<file path="src/inc/timer8_pkg.sv">
// package: constants and types for the eight-bit dual compare timer
package timer8_pkg;

	localparam int          COUNT_W      = 8;
	localparam logic [7:0]  COUNT_BOTTOM = 8'h00;
	localparam logic [7:0]  COUNT_MAX    = 8'hff;
	localparam logic [7:0]  COUNT_RESET  = 8'h00;
	localparam logic [7:0]  COUNT_ONE    = 8'h01;
	localparam logic [2:0]  SEL_STOP     = 3'h0;
	localparam logic [2:0]  SEL_DIRECT   = 3'h1;
	localparam logic [2:0]  SEL_PRE_LAST = 3'h5;
	localparam logic [2:0]  SEL_EXT_FALL = 3'h6;
	localparam logic [2:0]  SEL_EXT_RISE = 3'h7;
	localparam logic [1:0]  COM_NONE     = 2'h0;
	localparam logic [1:0]  COM_TOGGLE   = 2'h1;
	localparam logic [1:0]  COM_CLEAR    = 2'h2;
	localparam logic [1:0]  COM_SET      = 2'h3;

	// waveform mode encodings
	typedef enum logic [2:0] {
		WM_NORMAL    = 3'b000,
		WM_PC_MAX    = 3'b001,
		WM_CLEAR_A   = 3'b010,
		WM_FAST_MAX  = 3'b011,
		WM_RSVD4     = 3'b100,
		WM_PC_A      = 3'b101,
		WM_RSVD6     = 3'b110,
		WM_FAST_A    = 3'b111
	} waveform_mode_e;

	// first control register fields
	typedef struct packed {
		logic [1:0] compare_output_mode_a;
		logic [1:0] compare_output_mode_b;
		logic       waveform_mode_bit1;
		logic       waveform_mode_bit0;
	} timer_control_first_s;

	// second control register fields
	typedef struct packed {
		logic       force_match_strobe_a;
		logic       force_match_strobe_b;
		logic       waveform_mode_bit2;
		logic [2:0] tick_source_select;
	} timer_control_second_s;

	// flag and mask layout
	typedef struct packed {
		logic match_flag_b;
		logic match_flag_a;
		logic overflow_flag;
	} timer_flags_s;

	// software strobes with data
	typedef struct packed {
		logic       count_wr;
		logic       cmp_a_wr;
		logic       cmp_b_wr;
		logic [7:0] wdata;
	} timer_write_s;

endpackage : timer8_pkg

</file>
<file path="src/hw/timer8_compare_unit.sv">
// one compare unit: buffered compare value, match detect, output state
`timescale 1ns/100ps
module timer8_compare_unit #(
	parameter int WIDTH = 8
) (
	input  wire logic             clk_in,
	input  wire logic             rst_n_in,
	input  wire logic             tick_in,
	input  wire logic [WIDTH-1:0] count_in,
	input  wire logic             wr_in,
	input  wire logic [WIDTH-1:0] wdata_in,
	input  wire logic             buffered_in,
	input  wire logic             update_in,
	input  wire logic             block_in,
	input  wire logic             pwm_in,
	input  wire logic             fast_in,
	input  wire logic             bottom_evt_in,
	input  wire logic [1:0]       mode_in,
	input  wire logic             force_in,
	output logic                  match_out,
	output logic [WIDTH-1:0]      active_out,
	output logic [WIDTH-1:0]      buffer_out,
	output logic                  state_out
);
	import timer8_pkg::*;

	logic [WIDTH-1:0] active_reg;
	logic [WIDTH-1:0] buffer_reg;
	logic             state_reg;
	logic             state_next;

	initial begin
		if (WIDTH < 1) $error("compare unit width must be positive");
	end

	// match, gated by the write block
	assign match_out  = (count_in == active_reg) && !block_in;
	assign active_out = active_reg;
	assign buffer_out = buffer_reg;

	always_ff @(posedge clk_in or negedge rst_n_in) begin
		if (!rst_n_in) begin
			buffer_reg <= '0;
		end else if (wr_in) begin
			buffer_reg <= wdata_in;
		end
	end

	always_ff @(posedge clk_in or negedge rst_n_in) begin
		if (!rst_n_in) begin
			active_reg <= '0;
		end else if (wr_in && !buffered_in) begin
			active_reg <= wdata_in;
		end else if (buffered_in && update_in) begin
			active_reg <= buffer_reg;
		end
	end

	always_comb begin
		state_next = state_reg;
		if (!pwm_in) begin
			if ((tick_in && match_out) || force_in) begin
				case (mode_in)
					COM_TOGGLE: state_next = !state_reg;
					COM_CLEAR:  state_next = 1'b0;
					COM_SET:    state_next = 1'b1;
					default:    state_next = state_reg;
				endcase
			end
		end else if (fast_in && tick_in) begin
			if (match_out) begin
				case (mode_in)
					COM_CLEAR: state_next = 1'b0;
					COM_SET:   state_next = 1'b1;
					default:   state_next = state_reg;
				endcase
			end else if (bottom_evt_in) begin
				case (mode_in)
					COM_CLEAR: state_next = 1'b1;
					COM_SET:   state_next = 1'b0;
					default:   state_next = state_reg;
				endcase
			end
		end else if (tick_in && match_out) begin
			case (mode_in)
				COM_CLEAR: state_next = !state_reg;
				COM_SET:   state_next = !state_reg;
				default:   state_next = state_reg;
			endcase
		end
	end

	always_ff @(posedge clk_in or negedge rst_n_in) begin
		if (!rst_n_in) begin
			state_reg <= 1'b0;
		end else begin
			state_reg <= state_next;
		end
	end

	assign state_out = state_reg;

endmodule : timer8_compare_unit

</file>
<file path="src/hw/timer8_dual_compare_core.sv">
// eight-bit timer core with tick select and two compare units
`timescale 1ns/100ps
module timer8_dual_compare_core #(
	parameter int PRESCALE_DIV = 8
) (
	input  wire logic                               CLK_IN,
	input  wire logic                               RST_N_IN,
	input  wire timer8_pkg::timer_control_first_s   CTRL_FIRST_IN,
	input  wire timer8_pkg::timer_control_second_s  CTRL_SECOND_IN,
	input  wire timer8_pkg::timer_flags_s           MASK_IN,
	input  wire timer8_pkg::timer_flags_s           FLAG_CLR_IN,
	input  wire timer8_pkg::timer_flags_s           INT_ACK_IN,
	input  wire timer8_pkg::timer_write_s           WRITE_IN,
	input  wire logic                               EXT_COUNT_IN,
	output logic [7:0]                              COUNT_VALUE_OUT,
	output logic [7:0]                              COMPARE_A_OUT,
	output logic [7:0]                              COMPARE_B_OUT,
	output timer8_pkg::timer_flags_s                FLAGS_OUT,
	output timer8_pkg::timer_flags_s                IRQ_OUT,
	output logic                                    COMPARE_OUT_A_OUT,
	output logic                                    COMPARE_OUT_B_OUT
);
	import timer8_pkg::*;

	// ----------------------------------------
	// reset and state
	// ----------------------------------------
	logic           rst_meta_reg;
	logic           rst_sync_reg;
	logic [7:0]     count_value_reg;
	logic [7:0]     count_value_next;
	logic           down_reg;
	logic           down_next;
	logic [15:0]    prescale_reg;
	logic           ext_prev_reg;
	logic           timer_tick;
	logic           block_reg;
	timer_flags_s   flags_reg;
	timer_flags_s   flags_set;
	waveform_mode_e waveform_mode;
	logic           pwm_mode;
	logic           fast_mode;
	logic           phase_mode;
	logic           buffered;
	logic [7:0]     top_value;
	logic           at_top;
	logic           at_bottom;
	logic           update_evt;
	logic           bottom_evt;
	logic           match_a;
	logic           match_b;
	logic [7:0]     active_a;
	logic [7:0]     active_b;
	logic [7:0]     buffer_a;
	logic [7:0]     buffer_b;
	logic           state_a;
	logic           state_b;

	initial begin
		if (PRESCALE_DIV < 1 || PRESCALE_DIV > 65535)
			$error("prescale divider out of range");
	end

	always_ff @(posedge CLK_IN or negedge RST_N_IN) begin
		if (!RST_N_IN) begin
			rst_meta_reg <= 1'b0;
			rst_sync_reg <= 1'b0;
		end else begin
			rst_meta_reg <= 1'b1;
			rst_sync_reg <= rst_meta_reg;
		end
	end

	// ----------------------------------------
	// mode decode
	// ----------------------------------------
	// mode bits from two registers
	assign waveform_mode = waveform_mode_e'({
		CTRL_SECOND_IN.waveform_mode_bit2,
		CTRL_FIRST_IN.waveform_mode_bit1,
		CTRL_FIRST_IN.waveform_mode_bit0});
	assign fast_mode  = (waveform_mode == WM_FAST_MAX) ||
	                    (waveform_mode == WM_FAST_A);
	assign phase_mode = (waveform_mode == WM_PC_MAX) ||
	                    (waveform_mode == WM_PC_A);
	assign pwm_mode   = fast_mode || phase_mode;
	assign buffered   = pwm_mode;

	// top is max or compare A
	always_comb begin
		case (waveform_mode)
			WM_CLEAR_A, WM_PC_A, WM_FAST_A: top_value = active_a;
			default:                        top_value = COUNT_MAX;
		endcase
	end

	assign at_top    = (count_value_reg == top_value);
	assign at_bottom = (count_value_reg == COUNT_BOTTOM);

	// ----------------------------------------
	// tick select
	// ----------------------------------------
	// tick is single-cycle enable
	always_ff @(posedge CLK_IN or negedge rst_sync_reg) begin
		if (!rst_sync_reg) begin
			prescale_reg <= '0;
			ext_prev_reg <= 1'b0;
		end else begin
			ext_prev_reg <= EXT_COUNT_IN;
			if (prescale_reg == 16'(PRESCALE_DIV - 1)) begin
				prescale_reg <= '0;
			end else begin
				prescale_reg <= prescale_reg + 16'h0001;
			end
		end
	end

	always_comb begin
		case (CTRL_SECOND_IN.tick_source_select)
			SEL_STOP:     timer_tick = 1'b0;
			SEL_DIRECT:   timer_tick = 1'b1;
			SEL_EXT_FALL: timer_tick = ext_prev_reg && !EXT_COUNT_IN;
			SEL_EXT_RISE: timer_tick = !ext_prev_reg && EXT_COUNT_IN;
			default:      timer_tick = (prescale_reg == '0);
		endcase
	end

	// ----------------------------------------
	// counter
	// ----------------------------------------
	// clear, count up or down per mode
	always_comb begin
		count_value_next = count_value_reg;
		down_next        = down_reg;
		if (timer_tick) begin
			if (phase_mode) begin
				if (!down_reg && at_top) begin
					down_next        = 1'b1;
					count_value_next = count_value_reg - COUNT_ONE;
				end else if (down_reg && at_bottom) begin
					down_next        = 1'b0;
					count_value_next = count_value_reg + COUNT_ONE;
				end else if (down_reg) begin
					count_value_next = count_value_reg - COUNT_ONE;
				end else begin
					count_value_next = count_value_reg + COUNT_ONE;
				end
			end else if ((fast_mode || waveform_mode == WM_CLEAR_A)
			             && at_top) begin
				count_value_next = COUNT_BOTTOM;
				down_next        = 1'b0;
			end else begin
				count_value_next = count_value_reg + COUNT_ONE;
				down_next        = 1'b0;
			end
		end
	end

	always_ff @(posedge CLK_IN or negedge rst_sync_reg) begin
		if (!rst_sync_reg) begin
			count_value_reg <= COUNT_RESET;
			down_reg        <= 1'b0;
		end else if (WRITE_IN.count_wr) begin
			count_value_reg <= WRITE_IN.wdata;
		end else begin
			count_value_reg <= count_value_next;
			down_reg        <= down_next;
		end
	end

	always_ff @(posedge CLK_IN or negedge rst_sync_reg) begin
		if (!rst_sync_reg) begin
			block_reg <= 1'b0;
		end else if (WRITE_IN.count_wr) begin
			block_reg <= 1'b1;
		end else if (timer_tick) begin
			block_reg <= 1'b0;
		end
	end

	// update at top (fast or phase correct)
	assign update_evt = timer_tick &&
	                    (fast_mode ? at_top : (phase_mode && at_top));
	assign bottom_evt = timer_tick && at_top && fast_mode;

	// ----------------------------------------
	// compare units
	// ----------------------------------------
	// force only outside pwm
	timer8_compare_unit #(.WIDTH(COUNT_W)) u_cmp_a (
		.clk_in        (CLK_IN),
		.rst_n_in      (rst_sync_reg),
		.tick_in       (timer_tick),
		.count_in      (count_value_reg),
		.wr_in         (WRITE_IN.cmp_a_wr),
		.wdata_in      (WRITE_IN.wdata),
		.buffered_in   (buffered),
		.update_in     (update_evt),
		.block_in      (block_reg),
		.pwm_in        (pwm_mode),
		.fast_in       (fast_mode),
		.bottom_evt_in (bottom_evt),
		.mode_in       (CTRL_FIRST_IN.compare_output_mode_a),
		.force_in      (CTRL_SECOND_IN.force_match_strobe_a && !pwm_mode),
		.match_out     (match_a),
		.active_out    (active_a),
		.buffer_out    (buffer_a),
		.state_out     (state_a)
	);

	timer8_compare_unit #(.WIDTH(COUNT_W)) u_cmp_b (
		.clk_in        (CLK_IN),
		.rst_n_in      (rst_sync_reg),
		.tick_in       (timer_tick),
		.count_in      (count_value_reg),
		.wr_in         (WRITE_IN.cmp_b_wr),
		.wdata_in      (WRITE_IN.wdata),
		.buffered_in   (buffered),
		.update_in     (update_evt),
		.block_in      (block_reg),
		.pwm_in        (pwm_mode),
		.fast_in       (fast_mode),
		.bottom_evt_in (bottom_evt),
		.mode_in       (CTRL_FIRST_IN.compare_output_mode_b),
		.force_in      (CTRL_SECOND_IN.force_match_strobe_b && !pwm_mode),
		.match_out     (match_b),
		.active_out    (active_b),
		.buffer_out    (buffer_b),
		.state_out     (state_b)
	);

	// ----------------------------------------
	// flags
	// ----------------------------------------
	// overflow point per mode
	always_comb begin
		flags_set.match_flag_a  = timer_tick && match_a;
		flags_set.match_flag_b  = timer_tick && match_b;
		if (phase_mode) begin
			flags_set.overflow_flag = timer_tick && down_reg && at_bottom;
		end else if (fast_mode) begin
			flags_set.overflow_flag = timer_tick && at_top;
		end else begin
			flags_set.overflow_flag = timer_tick &&
			                          (count_value_reg == COUNT_MAX);
		end
	end

	// cleared by ack or one, set wins
	always_ff @(posedge CLK_IN or negedge rst_sync_reg) begin
		if (!rst_sync_reg) begin
			flags_reg <= '0;
		end else begin
			flags_reg <= flags_set |
			             (flags_reg & ~(FLAG_CLR_IN | INT_ACK_IN));
		end
	end

	// ----------------------------------------
	// registered outputs
	// ----------------------------------------
	// masked interrupt requests
	always_ff @(posedge CLK_IN or negedge rst_sync_reg) begin
		if (!rst_sync_reg) begin
			COUNT_VALUE_OUT   <= COUNT_RESET;
			COMPARE_A_OUT     <= COUNT_RESET;
			COMPARE_B_OUT     <= COUNT_RESET;
			FLAGS_OUT         <= '0;
			IRQ_OUT           <= '0;
			COMPARE_OUT_A_OUT <= 1'b0;
			COMPARE_OUT_B_OUT <= 1'b0;
		end else begin
			COUNT_VALUE_OUT   <= count_value_reg;
			COMPARE_A_OUT     <= buffered ? buffer_a : active_a;
			COMPARE_B_OUT     <= buffered ? buffer_b : active_b;
			FLAGS_OUT         <= flags_reg;
			IRQ_OUT           <= flags_reg & MASK_IN;
			COMPARE_OUT_A_OUT <= state_a;
			COMPARE_OUT_B_OUT <= state_b;
		end
	end
endmodule : timer8_dual_compare_core

</file>
<file path="config.mk">
export PLATFORM = sky130hd
export DESIGN_NAME = timer8_dual_compare_core
export DESIGN_NICKNAME = d
export VERILOG_FILES = /design/src/inc/timer8_pkg.sv /design/src/hw/timer8_compare_unit.sv /design/src/hw/timer8_dual_compare_core.sv
export SDC_FILE = /design/constraint.sdc
export NUM_CORES = 1
export LEC_CHECK = 0
export BUFFER_PORTS_ARGS = -buffer_cell sky130_fd_sc_hd__buf_2
export CAP_MARGIN = 5
export CELL_PAD_IN_SITES_DETAIL_PLACEMENT = 1
export CELL_PAD_IN_SITES_GLOBAL_PLACEMENT = 2
export CORE_ASPECT_RATIO = 0.9
export CORE_MARGIN = 8
export CORE_UTILIZATION = 33
export CTS_CLUSTER_SIZE = 25
export DETAILED_ROUTE_END_ITERATION = 8
export HOLD_SLACK_MARGIN = 0.06
export PLACE_DENSITY = 0.84
export SETUP_SLACK_MARGIN = 0.02
export SYNTH_ARGS = -nofsm -noshare
export SYNTH_HDL_FRONTEND = slang
export SYNTH_SLANG_ARGS = --single-unit
</file>
<file path="constraint.sdc">
create_clock -name CLK_IN -period 3 [get_ports CLK_IN]
set_clock_uncertainty 0.15 [all_clocks]
set_input_delay 0.45 -clock CLK_IN [delete_from_list [all_inputs] [get_ports CLK_IN]]
set_output_delay 0.45 -clock CLK_IN [all_outputs]
set_load 0.05 [all_outputs]
</file>
## Yosys cells after proc, flatten, opt, wreduce, memory -nomap -nowiden

Cells that the tools add are included.

| word-level totals | value |
|---|---|
| register bits after elaboration | 98 |
| output and inout bits | 32 |
| word-level logic and storage cells | 159 |

| operators by class | value |
|---|---|
| add/sub/neg operators | 3 |
| eq/ne operators | 28 |
| mux-type cells | 44 |
| bitwise gates (word level) | 6 |
| reduce and logical (&&, ||, !) cells | 51 |

Operators with widths:

| cell | number |
|---|---|
| $mux W8 | 14 |
| $eq A8 B8 Y1 | 3 |
| $logic_and A1 B1 Y1 | 22 |
| $mux W1 | 22 |
| $add A16 B1 Y16 const B | 1 |
| $eq A16 B3 Y1 const B | 1 |
| $logic_not A16 Y1 | 1 |
| $mux W16 | 1 |
| $eq A3 B3 Y1 const B | 4 |
| $ne A3 B2 Y1 const B | 4 |
| $reduce_and A6 Y1 | 2 |
| $reduce_bool A2 Y1 | 5 |
| $add A8 B1 Y8 const B | 1 |
| $eq A2 B2 Y1 const B | 4 |
| $eq A8 B8 Y1 const B | 1 |
| $logic_not A8 Y1 | 1 |
| $ne A4 B3 Y1 const B | 2 |
| $pmux W1 S2 | 4 |
| $reduce_bool A4 Y1 | 2 |
| $sub A8 B1 Y8 const B | 1 |
| $logic_not A1 Y1 | 7 |
| $and A3 B3 Y3 | 2 |
| $eq A3 B1 Y1 const B | 2 |
| $eq A3 B2 Y1 const B | 2 |
| 14 further kinds | 23 |

## Depth between registers and ports, before layout

| depth | value |
|---|---|
| word-level depth | 10 |
| depth in mapped cells | 11 |
| mapped depth without buffers | 8 |

## Hierarchy

From an unflattened synthesis, not the netlist that was laid out.

| unflattened totals | value |
|---|---|
| cells, all modules | 501 |
| area, all modules | 5248.8 um^2 |

Modules (own cells, without submodules):

| module | instances | cells an instance | area each (um^2) | sequential area each (um^2) |
|---|---|---|---|---|
| timer8_dual_compare_core | 1 | 313 | 3256.9 | 1601.5 |
| timer8_compare_unit | 2 | 94 | 996.0 | 425.4 |

## Worst setup path before layout

Ideal clock, no wire load.

| path | value |
|---|---|
| path type | input-to-reg |
| from | in CTRL_FIRST_IN[0] in the netlist's numbering |
| to | reg u_cmp_a.state_reg, in the netlist u_cmp_a.state_out |
| library setup time | 0.125 ns |
| arrival time | 2.049 ns |
| path slack | 0.676 ns |
| stages on the path | 9 |
| buffers on the path | 2 |
| cells stage by stage | buf_6 nor3b_2 o21ai_1 a211oi_2 and3_1 buf_6 a221oi_1 nor3_1 mux2_2 |

| on the way | value |
|---|---|
| cells in the longest elaborated chain, start to end | 8 |
| elaborated cells on any way between the ends | 26 |
| classes of those cells | eq/ne: 10; mux: 3; reduce/logical: 13 |

RTL lines:

| item | line | source |
|---|---|---|
| start, declared | timer8_dual_compare_core.sv:8 | `input wire timer8_pkg::timer_control_first_s CTRL_FIRST_IN,` |
| $eq A3 B3 Y1 (tied with other cells) | timer8_dual_compare_core.sv:83, timer8_dual_compare_core.sv:91 |  |
| $reduce_or A3 Y1 (tied with other cells) | timer8_dual_compare_core.sv:91 | `case (waveform_mode)` |
| $mux W8 / $logic_or A1 B1 Y1 (equally long branches) | timer8_dual_compare_core.sv:91, timer8_dual_compare_core.sv:86 |  |
| $eq A8 B8 Y1 / $logic_not A1 Y1 (equally long branches) | timer8_dual_compare_core.sv:97, timer8_dual_compare_core.sv:204 |  |
| $logic_and A1 B1 Y1 (on tied branches) | timer8_dual_compare_core.sv:184, timer8_dual_compare_core.sv:204 |  |
| $logic_and A1 B1 Y1 / $logic_or A1 B1 Y1 (equally long branches) | timer8_dual_compare_core.sv:184, timer8_compare_unit.sv:62 |  |
| $ne A4 B3 Y1 (no source line) / $reduce_bool A2 Y1 (equally long branches) | - |  |
| $reduce_and A6 Y1 (no source line) | - |  |
| end signal, assigned | timer8_compare_unit.sv:97 | `state_reg <= state_next;` |
| end, declared | timer8_compare_unit.sv:29 | `logic state_reg;` |

Several ways; a longest one is shown, not always the timed one.
A chain may end at the register's enable or synchronous reset.

## Worst setup path after layout

| path | value |
|---|---|
| from | reg count_value_reg[0] |
| to | reg u_cmp_a.state_reg, in the netlist u_cmp_a.state_out |

| on the way | value |
|---|---|
| cells in the longest elaborated chain, start to end | 6 |
| elaborated cells on any way between the ends | 14 |
| classes of those cells | eq/ne: 4; mux: 3; reduce/logical: 7 |

RTL lines:

| item | line | source |
|---|---|---|
| start, declared | timer8_dual_compare_core.sv:30 | `logic [7:0] count_value_reg;` |
| start signal, assigned | timer8_dual_compare_core.sv:164 | `count_value_reg <= WRITE_IN.wdata;` |
| start signal, assigned | timer8_dual_compare_core.sv:166 | `count_value_reg <= count_value_next;` |
| $eq A8 B8 Y1 | timer8_compare_unit.sv:37 | `assign match_out = (count_in == active_reg) && !block_in;` |
| $logic_and A1 B1 Y1 | timer8_compare_unit.sv:37 |  |
| $logic_and A1 B1 Y1 | timer8_compare_unit.sv:62, timer8_compare_unit.sv:84 |  |
| $logic_or A1 B1 Y1 | timer8_compare_unit.sv:62 | `if ((tick_in && match_out) \|\| force_in) begin` |
| $reduce_bool A2 Y1 (no source line) | - |  |
| $reduce_and A6 Y1 (no source line) | - |  |

Several ways; a longest one is shown, not always the timed one.

==> key figures <==
Outcome
  • Status: complete, no violations

Worst hold path
  • Hold/Removal Path Class: in -> reg

Synthesis
  • Syn. warnings: 0
  • Async S/R FF share, synth: 100.0%
  • Synth Flop Type: dfrtp_1
  • Post-synth EDFFs: 0
  • Syn avg cell area: 9.918 um2
  • Mapped cell area: 4989 um2
  • Post-Synthesis Cells: 503
  • Synth cell types: 62
  • Register area share after synthesis: 49.16%
  • Syn Nets: 542
  • FF+latch count, synth: 98

Finish
  • Layout fillers: 1709
  • Net count, final: 604
  • Design area: 5781 um2
  • Non-filler cells, final: 768
  • Final Util: 39.15%
  • Area grow syn2layout: 15.88%
  • Antenna Cells: 0
  • Largest register FFs: 16
  • FF+latch area: 2456 um2
  • Layout cells sized above 1: 21.93%
  • Multi-input logic area: 2270 um2

Floorplanning
  • Ports: 67
  • Core ar.: 14770 um2
  • Die width: 145.6 um
  • Die height: 132.6 um
  • # rows: 42
  • Starting Density: 33.78%
  • Die area: 19310 um2

Critical path
  • WP data arrival: 2830 ps
  • Critical Path Fanout Max: 10
  • Crit-path cells: nand2b_4 > o2111ai_4 > o41ai_4 > and3_1 > a221oi_1 > nor3_1 > mux2_2
  • Crit start category: flop
  • Delay-heaviest family, CP: simple AND/OR/NAND/NOR gates
  • Crit-path slowest cell: dfrtp_1
  • CP endpoint kind: flop
  • Req. time, crit path: 3090 ps
  • Critical path buffers and inverters: 0
  • Critical path class: reg -> reg
  • Max stage delay on crit path: 540 ps

Power
  • VDD IR-drop max: 0.3252 mV
  • Switching Share: 32.63%
  • Switch Pwr: 1.104 mW
  • Comb pwr share: 21.4%
  • Clk pwr share: 31.9%
  • Internal Power: 2.279 mW
  • Pleak: 2.668 nW
  • PwrDens: 585.2 nW/um2
  • Sequential power share: 46.7%
  • Pwr Total: 3.383 mW

Placed design
  • Placed cell area: 5493 um2
  • Cell count after placement: 751
  • Post-Place Setup Slack: 213.0 ps
  • Number of port buffers: 66
  • Hpwl dp: 10.34 mm
  • Global placer's final weighted congestion: 0.8360

Routing
  • DRT iter0 DRCs: 246
  • Remaining DRCs: 0
  • DRT Pass-1 Iters: 4
  • Via count: 4031
  • Routed Antenna Nets: 0
  • Detail-routed via count per cell: 5.249
  • Final WL: 14.25 mm
  • Wire length per cell: 18.56 um

Clocking
  • TritonCTS clock tree: done
  • Clk buf depth: 2
  • Worst-path clk slew: 70 ps
  • Clock Latency Late Sink: 350 ps
  • H-tree Lvls: 3
  • Root buffer cell: clkbuf_16
  • Number of CTS-inserted buffers: 9
  • # clock sinks: 98

STA
  • Worst slew margin: 54.00%
  • Fin. Hold Viols: 0
  • Setup-failing EPs final: 0
  • Max Clk Rate: 365.9 MHz
  • Crit share post-route: 91.10%
  • Unrepaired setup endpoints after global routing: true
  • Final worst setup slack: 267.0 ps
  • Setup TNS: 0 ps
  • Tmin final: 2733 ps
  • Worst hold margin: 87.05 ps
  • Least-Margin Pin Slew: 690.0 ps
  • Max Slew Vio Count: 0

Global route
  • First-pass GRT wire length: 23.87 mm
  • Vias in the first global route: 4453
  • Largest net degree at the start of global routing: 50
  • Initial antenna violation count: 0
  • GRT overflow: 0
  • Total Routing Usage GR: 15.33%

Job
  • # Max-Cap Violations: 0
==> worst reg2reg max path, stage by stage (launching register included) <==
cell       delay, ps
dfrtp_1          540
nand2b_4         150
o2111ai_4        160
o41ai_4          440
and3_1           420
a221oi_1         150
nor3_1           250
mux2_2           360
==> per-layer routing <==
layer	global-route usage, %	up-vias	share of wire, %
li1	-	1883	-
met3	3.545	16	4.4
met4	4.217	0	1.3
met2	24.95	91	47
met5	0	-	0
met1	20.05	2041	47
==> logic make-up (layout without fill, tap and decap cells) <==
kind of cell	after synthesis	in the layout	share of synthesized area, %
adder cells (fa/ha/maj)	4	4	1.003
buffers and inverters	56	123	5.568
AND/OR/NAND/NOR	188	188	18.51
flip-flops	98	98	49.16
XOR/XNOR	31	31	5.443
other	1	1	0.07517
AO/OA/AOI/OAI	105	105	15.73
multiplexers	20	20	4.515
==> layout by cell type (no fill, tap or decap), types with 8 or more instances in the layout <==
| cell type | instances |
|---|---|
| a211oi_1 | 12 |
| nand2_1 | 74 |
| mux2_2 | 20 |
| dfrtp_1 | 97 |
| nor4_1 | 9 |
| nor3_1 | 15 |
| clkbuf_16 | 9 |
| buf_2 | 66 |
| nor2b_1 | 11 |
| nor2_1 | 25 |
| nand3_1 | 21 |
| xnor2_1 | 14 |
| buf_4 | 9 |
| a31oi_1 | 15 |
| a21oi_1 | 8 |
| o21ai_0 | 24 |
| inv_1 | 28 |
| xor2_1 | 17 |
==> synthesized netlist by cell type, types with 3 or more instances <==
cell type  count  share of area (%)
dfrtp_1       98                 49
nand2_1       75                5.6
inv_1         28                2.1
nor2_1        25                1.9
o21ai_0       24                2.4
nand3_1       21                2.1
mux2_2        20                4.5
xor2_1        17                3.0
a31oi_1       15                1.9
nor3_1        15                1.5
xnor2_1       14                2.5
a211oi_1      12                1.8
clkbuf_1      11               0.83
nor2b_1       11                1.4
nor4_1         9                1.1
a21oi_1        8               0.80
and3_1         7               0.88
o211a_1        7                1.4
o22ai_1        7               0.88
buf_2          6               0.60
buf_6          6                1.4
and2_1         5               0.63
nand4_1        5               0.63
a22o_1         4               0.70
ha_1           4                1.0
a221oi_1       3               0.53
o311ai_0       3               0.53
==> repair_timing <==
item,CTS,global route
hold endpoints to repair,2,0
hold buffers,1,0
setup endpoints to repair,0,8
gates resized for setup,0,2
buffers inserted,0,0
==> power by group through the flow <==
| stage | logic [mW] | clock network [mW] | registers [mW] |
|---|---|---|---|
| 3_5_place_dp | 0.726 | 0 | 1.61 |
| 6_report | 0.725 | 1.08 | 1.58 |
| 3_3_place_gp | 0.709 | 0 | 1.60 |
| 2_1_floorplan | 0.351 | 0 | 1.76 |
| 4_1_cts | 0.731 | 1.11 | 1.58 |
| 5_1_grt | 0.788 | 1.16 | 1.60 |
==> path summary, 6_finish.rpt <==
path	startpoint	slack [ps]	depth (start not counted)	endpoint
max in group asynchronous	rst_sync_reg	1780	1	u_cmp_b.active_out[3]
hold reg to reg	rst_meta_reg	200	0	rst_sync_reg
setup reg to reg	count_value_reg[0]	270	7	u_cmp_a.state_out
setup / recovery	count_value_reg[0]	270	7	u_cmp_a.state_out
min in group asynchronous	rst_sync_reg	230	0	prescale_reg[10]
hold / removal	EXT_COUNT_IN	90	1	ext_prev_reg
==> final cells by class <==
type | count | share of cell area [%]
well taps | 198 | 4.286
clock buffers | 14 | 4.394
multi-input cells | 349 | 39.26
inverters | 30 | 1.948
clock inverters | 2 | 0.2165
repair buffers | 77 | 7.403
flip-flops and latches | 98 | 42.49
Note: power is estimated with default switching activity, not from simulation.
